## src/rtl/hct_pkg.sv

```systemverilog
package hct_pkg;

    // ------------------------------------------------------------
    // Register indices (byte address is four times the index)
    // ------------------------------------------------------------
    localparam logic [8:0] IDX_RUN_CONTROL = 9'h1B0;
    localparam logic [8:0] IDX_TRANSFER_SETUP = 9'h1B1;
    localparam logic [8:0] IDX_LIMIT_HIGH = 9'h1B2;
    localparam logic [8:0] IDX_LIMIT_LOW = 9'h1B3;
    localparam logic [8:0] IDX_BYTE_COUNT = 9'h1B4;
    localparam logic [8:0] IDX_EVENT_STATUS = 9'h1BC;
    localparam logic [8:0] IDX_EVENT_MASK = 9'h1BD;
    localparam logic [8:0] IDX_RESULT_CODE = 9'h1BE;

    localparam int ADDR_W = 11;
    localparam int IDX_LSB = 2;

    // ------------------------------------------------------------
    // Field positions
    // ------------------------------------------------------------
    localparam int RUN_GO_BIT = 0;
    localparam int RUN_TOGGLE_BIT = 1;
    localparam int SETUP_UNLIMITED_BIT = 0;
    localparam int SETUP_AUTO_ZERO_BIT = 3;
    localparam int SETUP_KIND_LSB = 4;
    localparam int SETUP_TOKEN_LSB = 6;
    localparam int LIMIT_HIGH_W = 2;
    localparam int RESULT_LSB = 4;
    localparam int EVT_COMPLETE_BIT = 0;
    localparam int EVT_CHANGE_BIT = 1;
    localparam int EVT_W = 2;

    // ------------------------------------------------------------
    // Reset values and codes
    // ------------------------------------------------------------
    localparam logic [7:0] SETUP_RESET = 8'h00;
    localparam logic [9:0] LIMIT_RESET = 10'h000;
    localparam logic [31:0] COUNT_RESET = 32'h0000_0000;
    localparam logic [1:0] TOKEN_OUT = 2'h1;
    localparam logic [1:0] TOKEN_IN = 2'h2;
    localparam logic [1:0] KIND_BULK = 2'h2;
    localparam logic [1:0] KIND_INTERRUPT = 2'h3;

    typedef enum logic [2:0] {
        RESULT_OK = 3'b000,
        RESULT_STALL = 3'b001,
        RESULT_OVERRUN = 3'b010,
        RESULT_UNDERRUN = 3'b011,
        RESULT_RETRY = 3'b100
    } hct_result_type;

    typedef enum logic [0:0] {
        CH_IDLE = 1'b0,
        CH_BUSY = 1'b1
    } hct_state_type;

endpackage

```

## src/rtl/hct_transfer_control.sv

```systemverilog
// Local design decision: the Avalon-MM slave port.
`timescale 1ns/1ps
module hct_transfer_control
    import hct_pkg::*;
(
    input wire logic mclk,
    input wire logic reset,
    input wire logic [ADDR_W-1:0] address,
    input wire logic read,
    input wire logic write,
    input wire logic [31:0] writedata,
    output logic [31:0] readdata,
    output logic waitrequest,
    output logic irq,
    output logic txnRequest,
    output logic [1:0] tokenKind,
    output logic [1:0] transferKind,
    output logic [9:0] maxPacket,
    output logic [9:0] txnLength,
    output logic dataToggle,
    input wire logic txnDone,
    input wire logic [9:0] txnBytes,
    input wire logic txnToggle,
    input wire logic [2:0] txnResult
);

    // ------------------------------------------------------------
    // Register state
    // ------------------------------------------------------------
    logic running;
    logic stopPending;
    logic zeroPending;
    logic [7:0] setup;
    logic [31:0] remaining;
    logic [EVT_W-1:0] status;
    logic [EVT_W-1:0] mask;
    logic [2:0] resultCode;
    hct_state_type state;

    logic [8:0] index;
    logic writeHit;
    logic goWrite;
    logic stopWrite;
    logic [31:0] next_remaining;
    logic countDone;
    logic fullPacket;
    logic txnFail;
    logic finishNow;
    logic appendZero;
    logic stopDone;
    logic [EVT_W-1:0] eventSet;
    logic [31:0] next_readdata;

    assign index = address[ADDR_W-1:IDX_LSB];
    // The write lands at the edge where the master sees waitrequest low
    assign writeHit = write && !waitrequest;
    assign goWrite = writeHit && index == IDX_RUN_CONTROL && writedata[RUN_GO_BIT];
    assign stopWrite = writeHit && index == IDX_RUN_CONTROL && !writedata[RUN_GO_BIT] && running;

    // ------------------------------------------------------------
    // Completion decode
    // ------------------------------------------------------------
    assign next_remaining = (remaining > {22'h000000, txnBytes}) ? remaining - {22'h000000, txnBytes}
                                                               : COUNT_RESET;
    assign txnFail = txnResult != RESULT_OK;
    assign countDone = !setup[SETUP_UNLIMITED_BIT] && next_remaining == COUNT_RESET;
    assign fullPacket = txnBytes == maxPacket && maxPacket != LIMIT_RESET;
    // Only OUT tokens append the trailing empty packet
    assign appendZero = setup[SETUP_AUTO_ZERO_BIT] && tokenKind == TOKEN_OUT
                        && fullPacket && !zeroPending;
    assign finishNow = state == CH_BUSY && txnDone && !txnFail && countDone && !appendZero;
    // Stop with nothing in flight flags at once; otherwise at the in-flight end
    assign stopDone = (stopPending && state == CH_IDLE)
                      || (stopPending && state == CH_BUSY && txnDone && !txnFail && !finishNow);
    assign eventSet[EVT_COMPLETE_BIT] = finishNow;
    assign eventSet[EVT_CHANGE_BIT] = (state == CH_BUSY && txnDone && txnFail) || stopDone;

    // ------------------------------------------------------------
    // Bus handshake
    // ------------------------------------------------------------
    always_ff @(posedge mclk)
    begin
        if (reset)
        begin
            waitrequest <= 1'b1;
        end
        else
        begin
            waitrequest <= !((read || write) && waitrequest);
        end
    end

    always_comb
    begin
        next_readdata = 32'h0000_0000;
        case (index)
            IDX_RUN_CONTROL: next_readdata[RUN_TOGGLE_BIT:RUN_GO_BIT] = {dataToggle, running};
            IDX_TRANSFER_SETUP: next_readdata[7:0] = setup;
            IDX_LIMIT_HIGH: next_readdata[LIMIT_HIGH_W-1:0] = maxPacket[9:8];
            IDX_LIMIT_LOW: next_readdata[7:0] = maxPacket[7:0];
            IDX_BYTE_COUNT: next_readdata = remaining;
            IDX_EVENT_STATUS: next_readdata[EVT_W-1:0] = status;
            IDX_EVENT_MASK: next_readdata[EVT_W-1:0] = mask;
            IDX_RESULT_CODE: next_readdata[RESULT_LSB+2:RESULT_LSB] = resultCode;
            default: next_readdata = 32'h0000_0000;
        endcase
    end

    always_ff @(posedge mclk)
    begin
        if (reset)
        begin
            readdata <= 32'h0000_0000;
        end
        else if (read && waitrequest)
        begin
            readdata <= next_readdata;
        end
    end

    // ------------------------------------------------------------
    // Channel settings
    // ------------------------------------------------------------
    // Settings are never touched by a stop, so a resume sees them intact
    always_ff @(posedge mclk)
    begin
        if (reset)
        begin
            setup <= SETUP_RESET;
            maxPacket <= LIMIT_RESET;
        end
        else if (writeHit && index == IDX_TRANSFER_SETUP)
        begin
            setup <= writedata[7:0] & 8'hF9;
        end
        else if (writeHit && index == IDX_LIMIT_HIGH)
        begin
            maxPacket[9:8] <= writedata[LIMIT_HIGH_W-1:0];
        end
        else if (writeHit && index == IDX_LIMIT_LOW)
        begin
            maxPacket[7:0] <= writedata[7:0];
        end
    end

    always_ff @(posedge mclk)
    begin
        if (reset)
        begin
            tokenKind <= 2'h0;
            transferKind <= 2'h0;
        end
        else
        begin
            tokenKind <= setup[SETUP_TOKEN_LSB+1:SETUP_TOKEN_LSB];
            transferKind <= setup[SETUP_KIND_LSB+1:SETUP_KIND_LSB];
        end
    end

    // ------------------------------------------------------------
    // Data toggle
    // ------------------------------------------------------------
    always_ff @(posedge mclk)
    begin
        if (reset)
        begin
            dataToggle <= 1'b0;
        end
        else if (state == CH_BUSY && txnDone)
        begin
            dataToggle <= txnToggle;
        end
        // Gap cycles between transactions must not overwrite the live toggle
        else if (writeHit && index == IDX_RUN_CONTROL && state == CH_IDLE && !running)
        begin
            dataToggle <= writedata[RUN_TOGGLE_BIT];
        end
    end

    // ------------------------------------------------------------
    // Byte count
    // ------------------------------------------------------------
    always_ff @(posedge mclk)
    begin
        if (reset)
        begin
            remaining <= COUNT_RESET;
        end
        else if (state == CH_BUSY && txnDone && !txnFail && !setup[SETUP_UNLIMITED_BIT])
        begin
            remaining <= next_remaining;
        end
        else if (writeHit && index == IDX_BYTE_COUNT && !running && state == CH_IDLE)
        begin
            remaining <= writedata;
        end
    end

    // ------------------------------------------------------------
    // Run control
    // ------------------------------------------------------------
    always_ff @(posedge mclk)
    begin
        if (reset)
        begin
            running <= 1'b0;
            stopPending <= 1'b0;
        end
        // A redundant go never outlives a same-cycle completion
        else if (goWrite && !(running && eventSet != '0))
        begin
            running <= 1'b1;
            stopPending <= 1'b0;
        end
        else if (stopWrite)
        begin
            running <= 1'b0;
            stopPending <= 1'b1;
        end
        else if (eventSet != '0)
        begin
            running <= 1'b0;
            stopPending <= 1'b0;
        end
    end

    always_ff @(posedge mclk)
    begin
        if (reset)
        begin
            zeroPending <= 1'b0;
        end
        else if (state == CH_BUSY && txnDone)
        begin
            zeroPending <= !txnFail && countDone && appendZero;
        end
    end

    // ------------------------------------------------------------
    // Transaction sequencer
    // ------------------------------------------------------------
    always_ff @(posedge mclk)
    begin
        if (reset)
        begin
            state <= CH_IDLE;
            txnRequest <= 1'b0;
            txnLength <= LIMIT_RESET;
        end
        else
        begin
            case (state)
                CH_IDLE:
                begin
                    if (running && !stopPending && !stopWrite)
                    begin
                        state <= CH_BUSY;
                        txnRequest <= 1'b1;
                        if (zeroPending || (remaining == COUNT_RESET && !setup[SETUP_UNLIMITED_BIT]))
                        begin
                            txnLength <= LIMIT_RESET;
                        end
                        else if (setup[SETUP_UNLIMITED_BIT] || remaining >= {22'h000000, maxPacket})
                        begin
                            txnLength <= maxPacket;
                        end
                        else
                        begin
                            txnLength <= remaining[9:0];
                        end
                    end
                end
                CH_BUSY:
                begin
                    // In-flight transaction always runs to its end
                    if (txnDone)
                    begin
                        state <= CH_IDLE;
                        txnRequest <= 1'b0;
                    end
                end
                default:
                begin
                    state <= CH_IDLE;
                    txnRequest <= 1'b0;
                end
            endcase
        end
    end

    // ------------------------------------------------------------
    // Result code
    // ------------------------------------------------------------
    always_ff @(posedge mclk)
    begin
        if (reset)
        begin
            resultCode <= RESULT_OK;
        end
        else if (state == CH_BUSY && txnDone)
        begin
            resultCode <= txnResult;
        end
    end

    // ------------------------------------------------------------
    // Events and interrupt
    // ------------------------------------------------------------
    // Hardware set wins over a same-cycle write-one clear
    always_ff @(posedge mclk)
    begin
        if (reset)
        begin
            status <= '0;
        end
        else if (writeHit && index == IDX_EVENT_STATUS)
        begin
            status <= (status & ~writedata[EVT_W-1:0]) | eventSet;
        end
        else
        begin
            status <= status | eventSet;
        end
    end

    always_ff @(posedge mclk)
    begin
        if (reset)
        begin
            mask <= '0;
        end
        else if (writeHit && index == IDX_EVENT_MASK)
        begin
            mask <= writedata[EVT_W-1:0];
        end
    end

    always_ff @(posedge mclk)
    begin
        if (reset)
        begin
            irq <= 1'b0;
        end
        else
        begin
            irq <= |(status & mask);
        end
    end

endmodule

```

## config.mk

```make
export PLATFORM = sky130hd
export DESIGN_NAME = hct_transfer_control
export DESIGN_NICKNAME = d
export VERILOG_FILES = /design/src/rtl/hct_pkg.sv /design/src/rtl/hct_transfer_control.sv
export SDC_FILE = /design/constraint.sdc
export NUM_CORES = 1
export LEC_CHECK = 0
export ABC_CLOCK_PERIOD_IN_PS = 7800
export BUFFER_PORTS_ARGS = -buffer_cell sky130_fd_sc_hd__buf_2
export CAP_MARGIN = 20
export CORE_ASPECT_RATIO = 1.1
export CORE_UTILIZATION = 55
export DETAILED_ROUTE_END_ITERATION = 16
export GPL_TIMING_DRIVEN = 0
export PLACE_DENSITY = 0.88
export REMOVE_ABC_BUFFERS = 1
export SYNTH_ARGS = -nofsm -noshare
export SYNTH_HDL_FRONTEND = slang
export SYNTH_SLANG_ARGS = --single-unit
```

## constraint.sdc

```tcl
create_clock -name mclk -period 7.8 [get_ports mclk]
set_input_delay 0.39 -clock mclk [delete_from_list [all_inputs] [get_ports mclk]]
set_output_delay 0.39 -clock mclk [all_outputs]
set_load 0.02 [all_outputs]
```

After elaboration in Yosys (flattened, before gate mapping)
Index checks and enable logic that the tools add are counted.

$add $sub $neg: 1. Multiply operators: 0. Divide/modulo/power cells: 0. $lt $le $gt $ge: 2. Equality and inequality tests: 12. Shifts and indexed selects: 0. Multiplexer cells: 23. Bitwise logic cells: 8. Reductions and logical operators: 72.

Operators by type and width (number): 2-to-1 mux 32 bit (3); == test 9 bit (second input constant) (8); logical NOT 32 bit (2); logical AND 1 bit (40); >= comparator 32 x 10 -> 1 bit (1); greater-than comparator 32 x 10 -> 1 bit (1); subtractor 32 x 10 -> 32 bit (1); 2-to-1 mux 24 bit (1); 2-to-1 mux 10 bit (2); one-hot mux 2 bit (7 select lines) (1); logical NOT 1 bit (12); one-hot mux 3 bit (4 select lines) (1); == test 10 bit (1); 2-to-1 mux 1 bit (10); nonzero test 10 bit (1); nonzero test 2 bit (4); one-hot mux 2 bit (3 select lines) (1); AND reduction 2 bit (3); nonzero test 3 bit (2); logical OR 1 bit (5); bitwise AND 2 bit (2); bitwise OR 2 bit (2); one-hot mux 1 bit (2 select lines) (2); OR reduction 2 bit (2); 8 further kinds (10).

Register bits: 109. Latch bits: 0. RAM bits: 0. Bits in read-only memories: 0. Input bits: 62. Output and inout bits: 60. Logic and storage cells: 137. Memories: 0.

Longest topological paths before layout
Gate-level depths: netlist of run 1.

Depth after elaboration: 15. Depth in mapped cells: 12. Mapped depth without buffers: 11.

Least setup slack after synthesis of run 1
Ideal clock, no wire load.

Kind: register to register. From: register remaining[0]. To: register running. Setup time: 0.136 ns. Arrival time: 2.917 ns. Required time: 7.664 ns. Setup slack: 4.746 ns. Cell stages (with the launch flop): 13. Buffers on the path: 1. Clock period less this slack: 3.054 ns. Cell sequence: dfxtp_1 > inv_1 > ha_1 > fa_1 > nand2b_1 > a211oi_1 > or2_2 > clkbuf_1 > nor3_1 > nor4_1 > or4b_1 > o21ai_2 > a41oi_1.

Word-level cells in the longest chain between the ends: 15. Elaborated cells on any way between the ends: 17. Those cells by class: add/sub (1); order compare (1); mux (2); reduce/logical (13).

Ends and longest elaborated chain: from (decl) (RTL line hct_transfer_control.sv:34) `logic [31:0] remaining;`; from (signal assigned) (RTL line hct_transfer_control.sv:191) `remaining <= next_remaining;`; from (signal assigned) (RTL line hct_transfer_control.sv:195) `remaining <= writedata;`; subtractor 32 x 10 -> 32 bit or greater-than comparator 32 x 10 -> 1 bit (tied branches) (RTL line hct_transfer_control.sv:63) `assign next_remaining = (remaining > {22'h000000, txnBytes}) ? remaining - {22'h000000, txnBytes}`; 2-to-1 mux 32 bit (*) (RTL line hct_transfer_control.sv:63); logical NOT 32 bit (*) (RTL line hct_transfer_control.sv:66) `assign countDone = !setup[SETUP_UNLIMITED_BIT] && next_remaining == COUNT_RESET;`; logical AND 1 bit (*) (RTL line hct_transfer_control.sv:66); logical AND 1 bit (*) (2 in a row) (RTL line hct_transfer_control.sv:71) `assign finishNow = state == CH_BUSY && txnDone && !txnFail && countDone && !appendZero;`; logical NOT 1 bit (RTL line hct_transfer_control.sv:74) `|| (stopPending && state == CH_BUSY && txnDone && !txnFail && !finishNow);`; logical AND 1 bit (RTL line hct_transfer_control.sv:74); logical OR 1 bit (RTL line hct_transfer_control.sv:74); logical OR 1 bit (RTL line hct_transfer_control.sv:76) `assign eventSet[EVT_CHANGE_BIT] = (state == CH_BUSY && txnDone && txnFail) || stopDone;`; nonzero test 2 bit (*) (RTL line hct_transfer_control.sv:210, hct_transfer_control.sv:220); logical AND 1 bit (RTL line hct_transfer_control.sv:210) `else if (goWrite && !(running && eventSet != '0))`; logical NOT 1 bit (RTL line hct_transfer_control.sv:210); logical AND 1 bit (RTL line hct_transfer_control.sv:210); nonzero test 3 bit (no line) or 2-to-1 mux 1 bit (tied branches); to (signal assigned) (RTL line hct_transfer_control.sv:206) `running <= 1'b0;`; to (signal assigned) (RTL line hct_transfer_control.sv:212) `running <= 1'b1;`; to (signal assigned) (RTL line hct_transfer_control.sv:217) `running <= 1'b0;`; to (decl) (RTL line hct_transfer_control.sv:30) `logic running;`.

Every way passes the cells marked *; elsewhere a longest branch is shown, timed or not. A chain may end at the register's enable or synchronous reset.

Worst setup path in the final report of run 1
From: register remaining[7]. To: register remaining[14].

Word-level cells in the longest chain between the ends: 3. Elaborated cells on any way between the ends: 4. Those cells by class: add/sub (1); order compare (1); mux (2).

Ends and longest elaborated chain: subtractor 32 x 10 -> 32 bit or greater-than comparator 32 x 10 -> 1 bit (tied branches) (RTL line hct_transfer_control.sv:63); 2-to-1 mux 32 bit (*) (RTL line hct_transfer_control.sv:63); 2-to-1 mux 32 bit (*) (RTL line hct_transfer_control.sv:189) `else if (state == CH_BUSY && txnDone && !txnFail && !setup[SETUP_UNLIMITED_BIT])`.

Marked as above.

==> results of run 1 <==
## cell type report
cell class	count	area, um^2
Timing Repair Buffer	127	711
Sequential cell	109	2180
Multi-Input combinational cell	647	4070
Clock buffer	11	243
Inverter	24	90.1
Clock inverter	4	55.1
Fill cell	1046	4010
Tap cell	150	188
## per-stage QoR
step,cell area (um^2),setup slack (ns),hold WS [ns]
detailed placement,7240,3.93,0.440
global route,7540,3.80,0.281
CTS,7540,4.08,0.259
global placement,7110,0.659,0.428
finish,7540,4.06,0.265
floorplan,6330,3.25,0.426
## worst paths after layout
check                       startpoint                    endpoint  slack, ns  depth (start not counted)
max          remaining[7]$_SDFFE_PP0P_  remaining[14]$_SDFFE_PP0P_       4.06                          9
min                              write      waitrequest$_SDFF_PP1_       0.26                          2
max reg2reg  remaining[7]$_SDFFE_PP0P_  remaining[14]$_SDFFE_PP0P_       4.06                          9
min reg2reg  readdata[22]$_SDFFE_PP0P_   readdata[22]$_SDFFE_PP0P_       0.45                          2
## power breakdown
group          switching [mW]  total, mW  internal (mW)
sequential            0.00148      0.560          0.558
combinational          0.0551     0.0857         0.0306
clock                   0.212      0.471          0.259
total                   0.269       1.12          0.848
## cells by family (layout without fill, tap and decap cells)
| logic type | Yosys count | count (layout) | share of synthesized area, % |
|---|---|---|---|
| DFF | 109 | 109 | 33.4 |
| muxes | 43 | 43 | 6.78 |
| xor gates and xnor gates | 20 | 20 | 2.68 |
| AOI/OAI and AO/OA | 216 | 216 | 22.3 |
| adders and majority gates | 21 | 21 | 4.14 |
| and+or+nand+nor | 347 | 347 | 26.2 |
| buffers and inverters | 75 | 166 | 4.56 |
## flip-flops by register name, summed over array words and instances (netlist names), 2 cells and up
register and count:
readdata 32, remaining 32, maxPacket 10, txnLength 10, setup 6, resultCode 3
mask 2, status 2, tokenKind 2, transferKind 2
## layer usage
metal	vias to the layer above	GRT usage [%]	wire length (um)
li1	3221	-	-
met1	3227	43.0	8390
met2	323	52.5	9260
met3	51	5.47	1510
met4	0	13.7	516
met5	-	0	0
## critical path, cell delays in order (launching register included)
cell       delay, ns
dfxtp_1         0.38
ha_1            0.55
nand3_1         0.24
or4_1           0.62
a2111oi_2       0.42
nand2_1         0.21
nand2_1         0.66
o21ai_0         0.21
a221oi_1        0.28
nor2_1          0.06
## layout by cell type, fill, tap and decap left out, types with 6 or more instances in the layout
cell type | synthesis | final
nand2_1 | 100 | 100
nor4_1 | 11 | 11
o21a_1 | 7 | 7
o211ai_1 | 12 | 12
nand4_1 | 7 | 7
inv_1 | 24 | 24
nand3_1 | 47 | 47
nor2_1 | 85 | 85
or4_1 | 9 | 9
a211oi_1 | 10 | 10
xor2_1 | 6 | 6
o2bb2ai_1 | 11 | 11
xnor2_1 | 14 | 14
a21oi_1 | 73 | 72
nor3_1 | 26 | 24
mux2i_1 | 42 | 42
a221oi_1 | 6 | 6
nor2b_1 | 8 | 8
or3_1 | 10 | 10
clkbuf_16 | 0 | 9
or2_2 | 7 | 7
ha_1 | 20 | 20
o21ai_0 | 29 | 29
dfxtp_1 | 109 | 109
nand4b_1 | 6 | 6
nand2b_1 | 8 | 8
a21o_1 | 7 | 7
buf_2 | 9 | 119
==> metrics.yaml, run 1 <==
utilization_pct: 65.3
cap_violations: 0
finClkSkew_ns: 0.00877
grt_pass1_vias: 6270
vias: 6822
fmax_ghz: 0.267
fin_crit_ns: 3.74
setup_violations: 0
drt_iter0_drc: 462
p_leak_nw: 3.20
rsz0062_at_grt: "no"
worst_setup_path_start_kind: "flop"
syn_area_per_cell_um2: 7.86
synthMostInstantiatedCell: "dfxtp_1"
core_um2: 11500
area_growth_pct: 15.3
status: "finished, final reports clean"
overflow: 0
root_buffer: "clkbuf_16"
grt.total_usage_pct: 32.4
clkLatencyLatePin_ns: 0.35
die_x_um: 106
maxSlewHeadroom_pct: 33.9
numPortBuffers: 119
drv_slew: 0
remaining_drc_errors: 0
yosysTopAreaCell: "dfxtp_1"
yosysWarnings: 0
routabilityCongestion: 0.915
hpwl_mm: 14.4
fin_crit_sh_pct: 48.0
drive_gt1_share_pct: 17.2
synth-main-ff-cell: "dfxtp_1"
netlist_top_cells_count: "dfxtp_1 (109), nand2_1 (100), nor2_1 (85)"
grt_max_degree: 53
clkTransAtPathRegs_ns: 0.07
synth-async-reset-ratio_pct: 0
peakVddDrop_uv: 118
vias_per_cell: 6.36
synth.area.top_cells: "dfxtp_1 (33%), mux2i_1 (6.4%), nand2_1 (5.7%)"
stdcell_count: 1072
worst_pin_slew_ns: 0.992
detail_route.first_pass.iterations: 6
post_cts_buffers: 0
rows: 41
yosys.cell_types.count: 72
ys_seq_area_share_pct: 33.4
synth_top_cell_area_share_pct: 33.4
hold_viol: 0
holdBufCountCts: 0
nets: 1001
wirelength_mm: 19.7
ant_nets: 0
cts.sinks: 109
die_h_um: 116
worstPathRequired_ns: 8.04
synth-edff-count: 0
path_max_fanout: 21
wl_per_cell_um: 18.3
cts_buffer_depth: 2
post_cts_resized: 0
antenna_found_initial: 0
ios: 122
start_util_pct: 56.6
power.total_mw: 1.12
syn_inst: 831
hold_path_class: "in -> reg"
cts_tree: "yes"
numCtsBuffers: 9
netlist_area_um2: 6540
dp_cells: 1057
antennaDiodeCount: 0
powerDensity_nw_per_um2: 148
crit_type: "reg -> reg"
grt_pass1_wl_mm: 31.7
end_kind: "flop"
critPathArrivalTime_ns: 3.99
dieArea_um2: 12300
tns_ns: 0
htree_levels: 3
ys_ff_latch: 109
Power figures use the tool's default switching activity.
==> run 2, diff against run 1 <==
ABC_CLOCK_PERIOD_IN_PS = 3900   (was 7800)
clock period = 3.9 ns   (was 7.8 ns; I/O delays follow)
==> run 2 against run 1 <==
Flip-flop and latch count did not move. Sequential share of layout area barely moved. Final cell count did not move. Largest power group unchanged. Via count barely moved. Highest routed layer unchanged. Critical path type unchanged. Critical endpoint is now running$_SDFFE_PP0P_. Count of clock-buffer cells in the layout did not move.
==> metrics.yaml, run 2 (synthesis gave the netlist of run 1 again) <==
critPathArrivalTime_ns: 3.89  # was 3.99 ns
hold_path_class: "in -> reg"  # unchanged
wl_per_cell_um: 18.4  # was 18.3 um
fin_area_um2: 7540  # about the same
post_cts_buffers: 0  # unchanged
maxSlewHeadroom_pct: 33.8  # was 33.9%
fmax_ghz: 0.273  # was 0.267 GHz
postPlaceCellArea_um2: 7240  # unchanged
worst_pin_slew_ns: 0.993  # was 0.992 ns
area_growth_pct: 15.4  # was 15.3%
antennaDiodeCount: 0  # unchanged
ios: 122  # unchanged
wirelength_mm: 19.7  # about the same
utilization_pct: 65.3  # about the same
drive_gt1_share_pct: 17.4  # was 17.2%
crit_type: "reg -> reg"  # unchanged
grt_pass1_wl_mm: 31.7  # unchanged
hold_viol: 0  # unchanged
core_um2: 11500  # unchanged
dieArea_um2: 12300  # unchanged
numCtsBuffers: 9  # unchanged
reg_top3: "readdata (32), remaining (32)"  # unchanged
clkLatencyLatePin_ns: 0.36  # was 0.35 ns
ant_nets: 0  # unchanged
nets: 1001  # unchanged
hpwl_mm: 14.4  # unchanged
holdWs_ns: 0.0651  # was 0.265 ns
cts_tree: "yes"  # unchanged
worst_setup_path_start_kind: "flop"  # unchanged
cts_buffer_depth: 2  # unchanged
rows: 41  # unchanged
numPortBuffers: 119  # unchanged
drv_slew: 0  # unchanged
final_cell_mix: "buf_2 (119), dfxtp_1 (109), nand2_1 (99)"  # was buf_2 (119), dfxtp_1 (109), nand2_1 (100)
end_kind: "flop"  # unchanged
power.total_mw: 2.24  # was 1.12 mW
setup_violations: 0  # unchanged
path_max_fanout: 8  # was 21
clkTransAtPathRegs_ns: 0.07  # about the same
vias: 6828  # was 6,822
rsz0062_at_grt: "no"  # unchanged
start_util_pct: 56.6  # unchanged
finClkSkew_ns: 0.00832  # was 0.00877 ns
peakVddDrop_uv: 235  # was 118 uV
grt.total_usage_pct: 32.4  # unchanged
root_buffer: "clkbuf_16"  # unchanged
cap_violations: 0  # unchanged
vias_per_cell: 6.37  # was 6.36
status: "finished, final reports clean"  # unchanged
fin_crit_sh_pct: 94.0  # was 48.0%
p_leak_nw: 3.20  # about the same
layout_commonest_cell: "buf_2"  # unchanged
remaining_drc_errors: 0  # unchanged
routabilityCongestion: 0.915  # unchanged
grt_pass1_vias: 6270  # unchanged
detail_route.first_pass.iterations: 5  # was 6
die_h_um: 116  # unchanged
overflow: 0  # unchanged
grt_max_degree: 53  # unchanged
htree_levels: 3  # unchanged
powerDensity_nw_per_um2: 297  # was 148 nW/um^2
cts.sinks: 109  # unchanged
fin_crit_ns: 3.66  # was 3.74 ns
worstPathRequired_ns: 4.13  # was 8.04 ns
die_x_um: 106  # unchanged
drt_iter0_drc: 549  # was 462
tns_ns: 0  # unchanged
antenna_found_initial: 0  # unchanged
[run 2: worst max-delay path, stage by stage, from the launching register on]
cell and delay [ns]:
dfxtp_1 0.45, inv_1 0.10, ha_1 0.21, fa_1 0.39, nand2b_1 0.22, a211oi_1 0.43
or2_2 0.30, nor3_1 0.09, nor4_1 0.47, or4b_1 0.50, o21ai_2 0.22, a41oi_1 0.14
[run 2: power by group]
group	switching, mW	internal (mW)
Clock	0.428	0.518
Combinational	0.110	0.0611
Sequential	0.00297	1.12
Total	0.541	1.70
[run 2: final timing paths]
check / from / to / slack (ns) / cells after the start
max reg2reg: remaining[0]$_SDFFE_PP0P_ / running$_SDFFE_PP0P_ / 0.24 / 11
max: remaining[0]$_SDFFE_PP0P_ / running$_SDFFE_PP0P_ / 0.24 / 11
min reg2reg: readdata[22]$_SDFFE_PP0P_ / readdata[22]$_SDFFE_PP0P_ / 0.45 / 2
min: write / waitrequest$_SDFF_PP1_ / 0.07 / 2
[run 2: through the flow]
stage	worst slack (ns)	instances
finish	0.236	1072
global route	0.0229	1072
CTS	0.178	1072
detailed placement	0.185	1057
global placement	-3.05	1049
floorplan	-0.452	780
[run 2: cell type report]
cell class	instances	area, um^2
clock inverters	4	55.1
fillers	1049	4000
repair buffers	127	711
multi-input cells	647	4070
well taps	150	188
clock buffers	11	243
inverters	24	90.1
flip-flops and latches	109	2180
[run 2: repair_timing]
item | CTS | global route
hold buffers | 0 | 0
setup endpoints to repair | 0 | 3
resized for setup | 0 | 1
[run 2: layer usage]
metal	share of wire (%)	GRT usage, %
met1	42	43.0
met2	47	52.5
met3	8.1	5.47
met4	2.3	13.7
met5	0	0
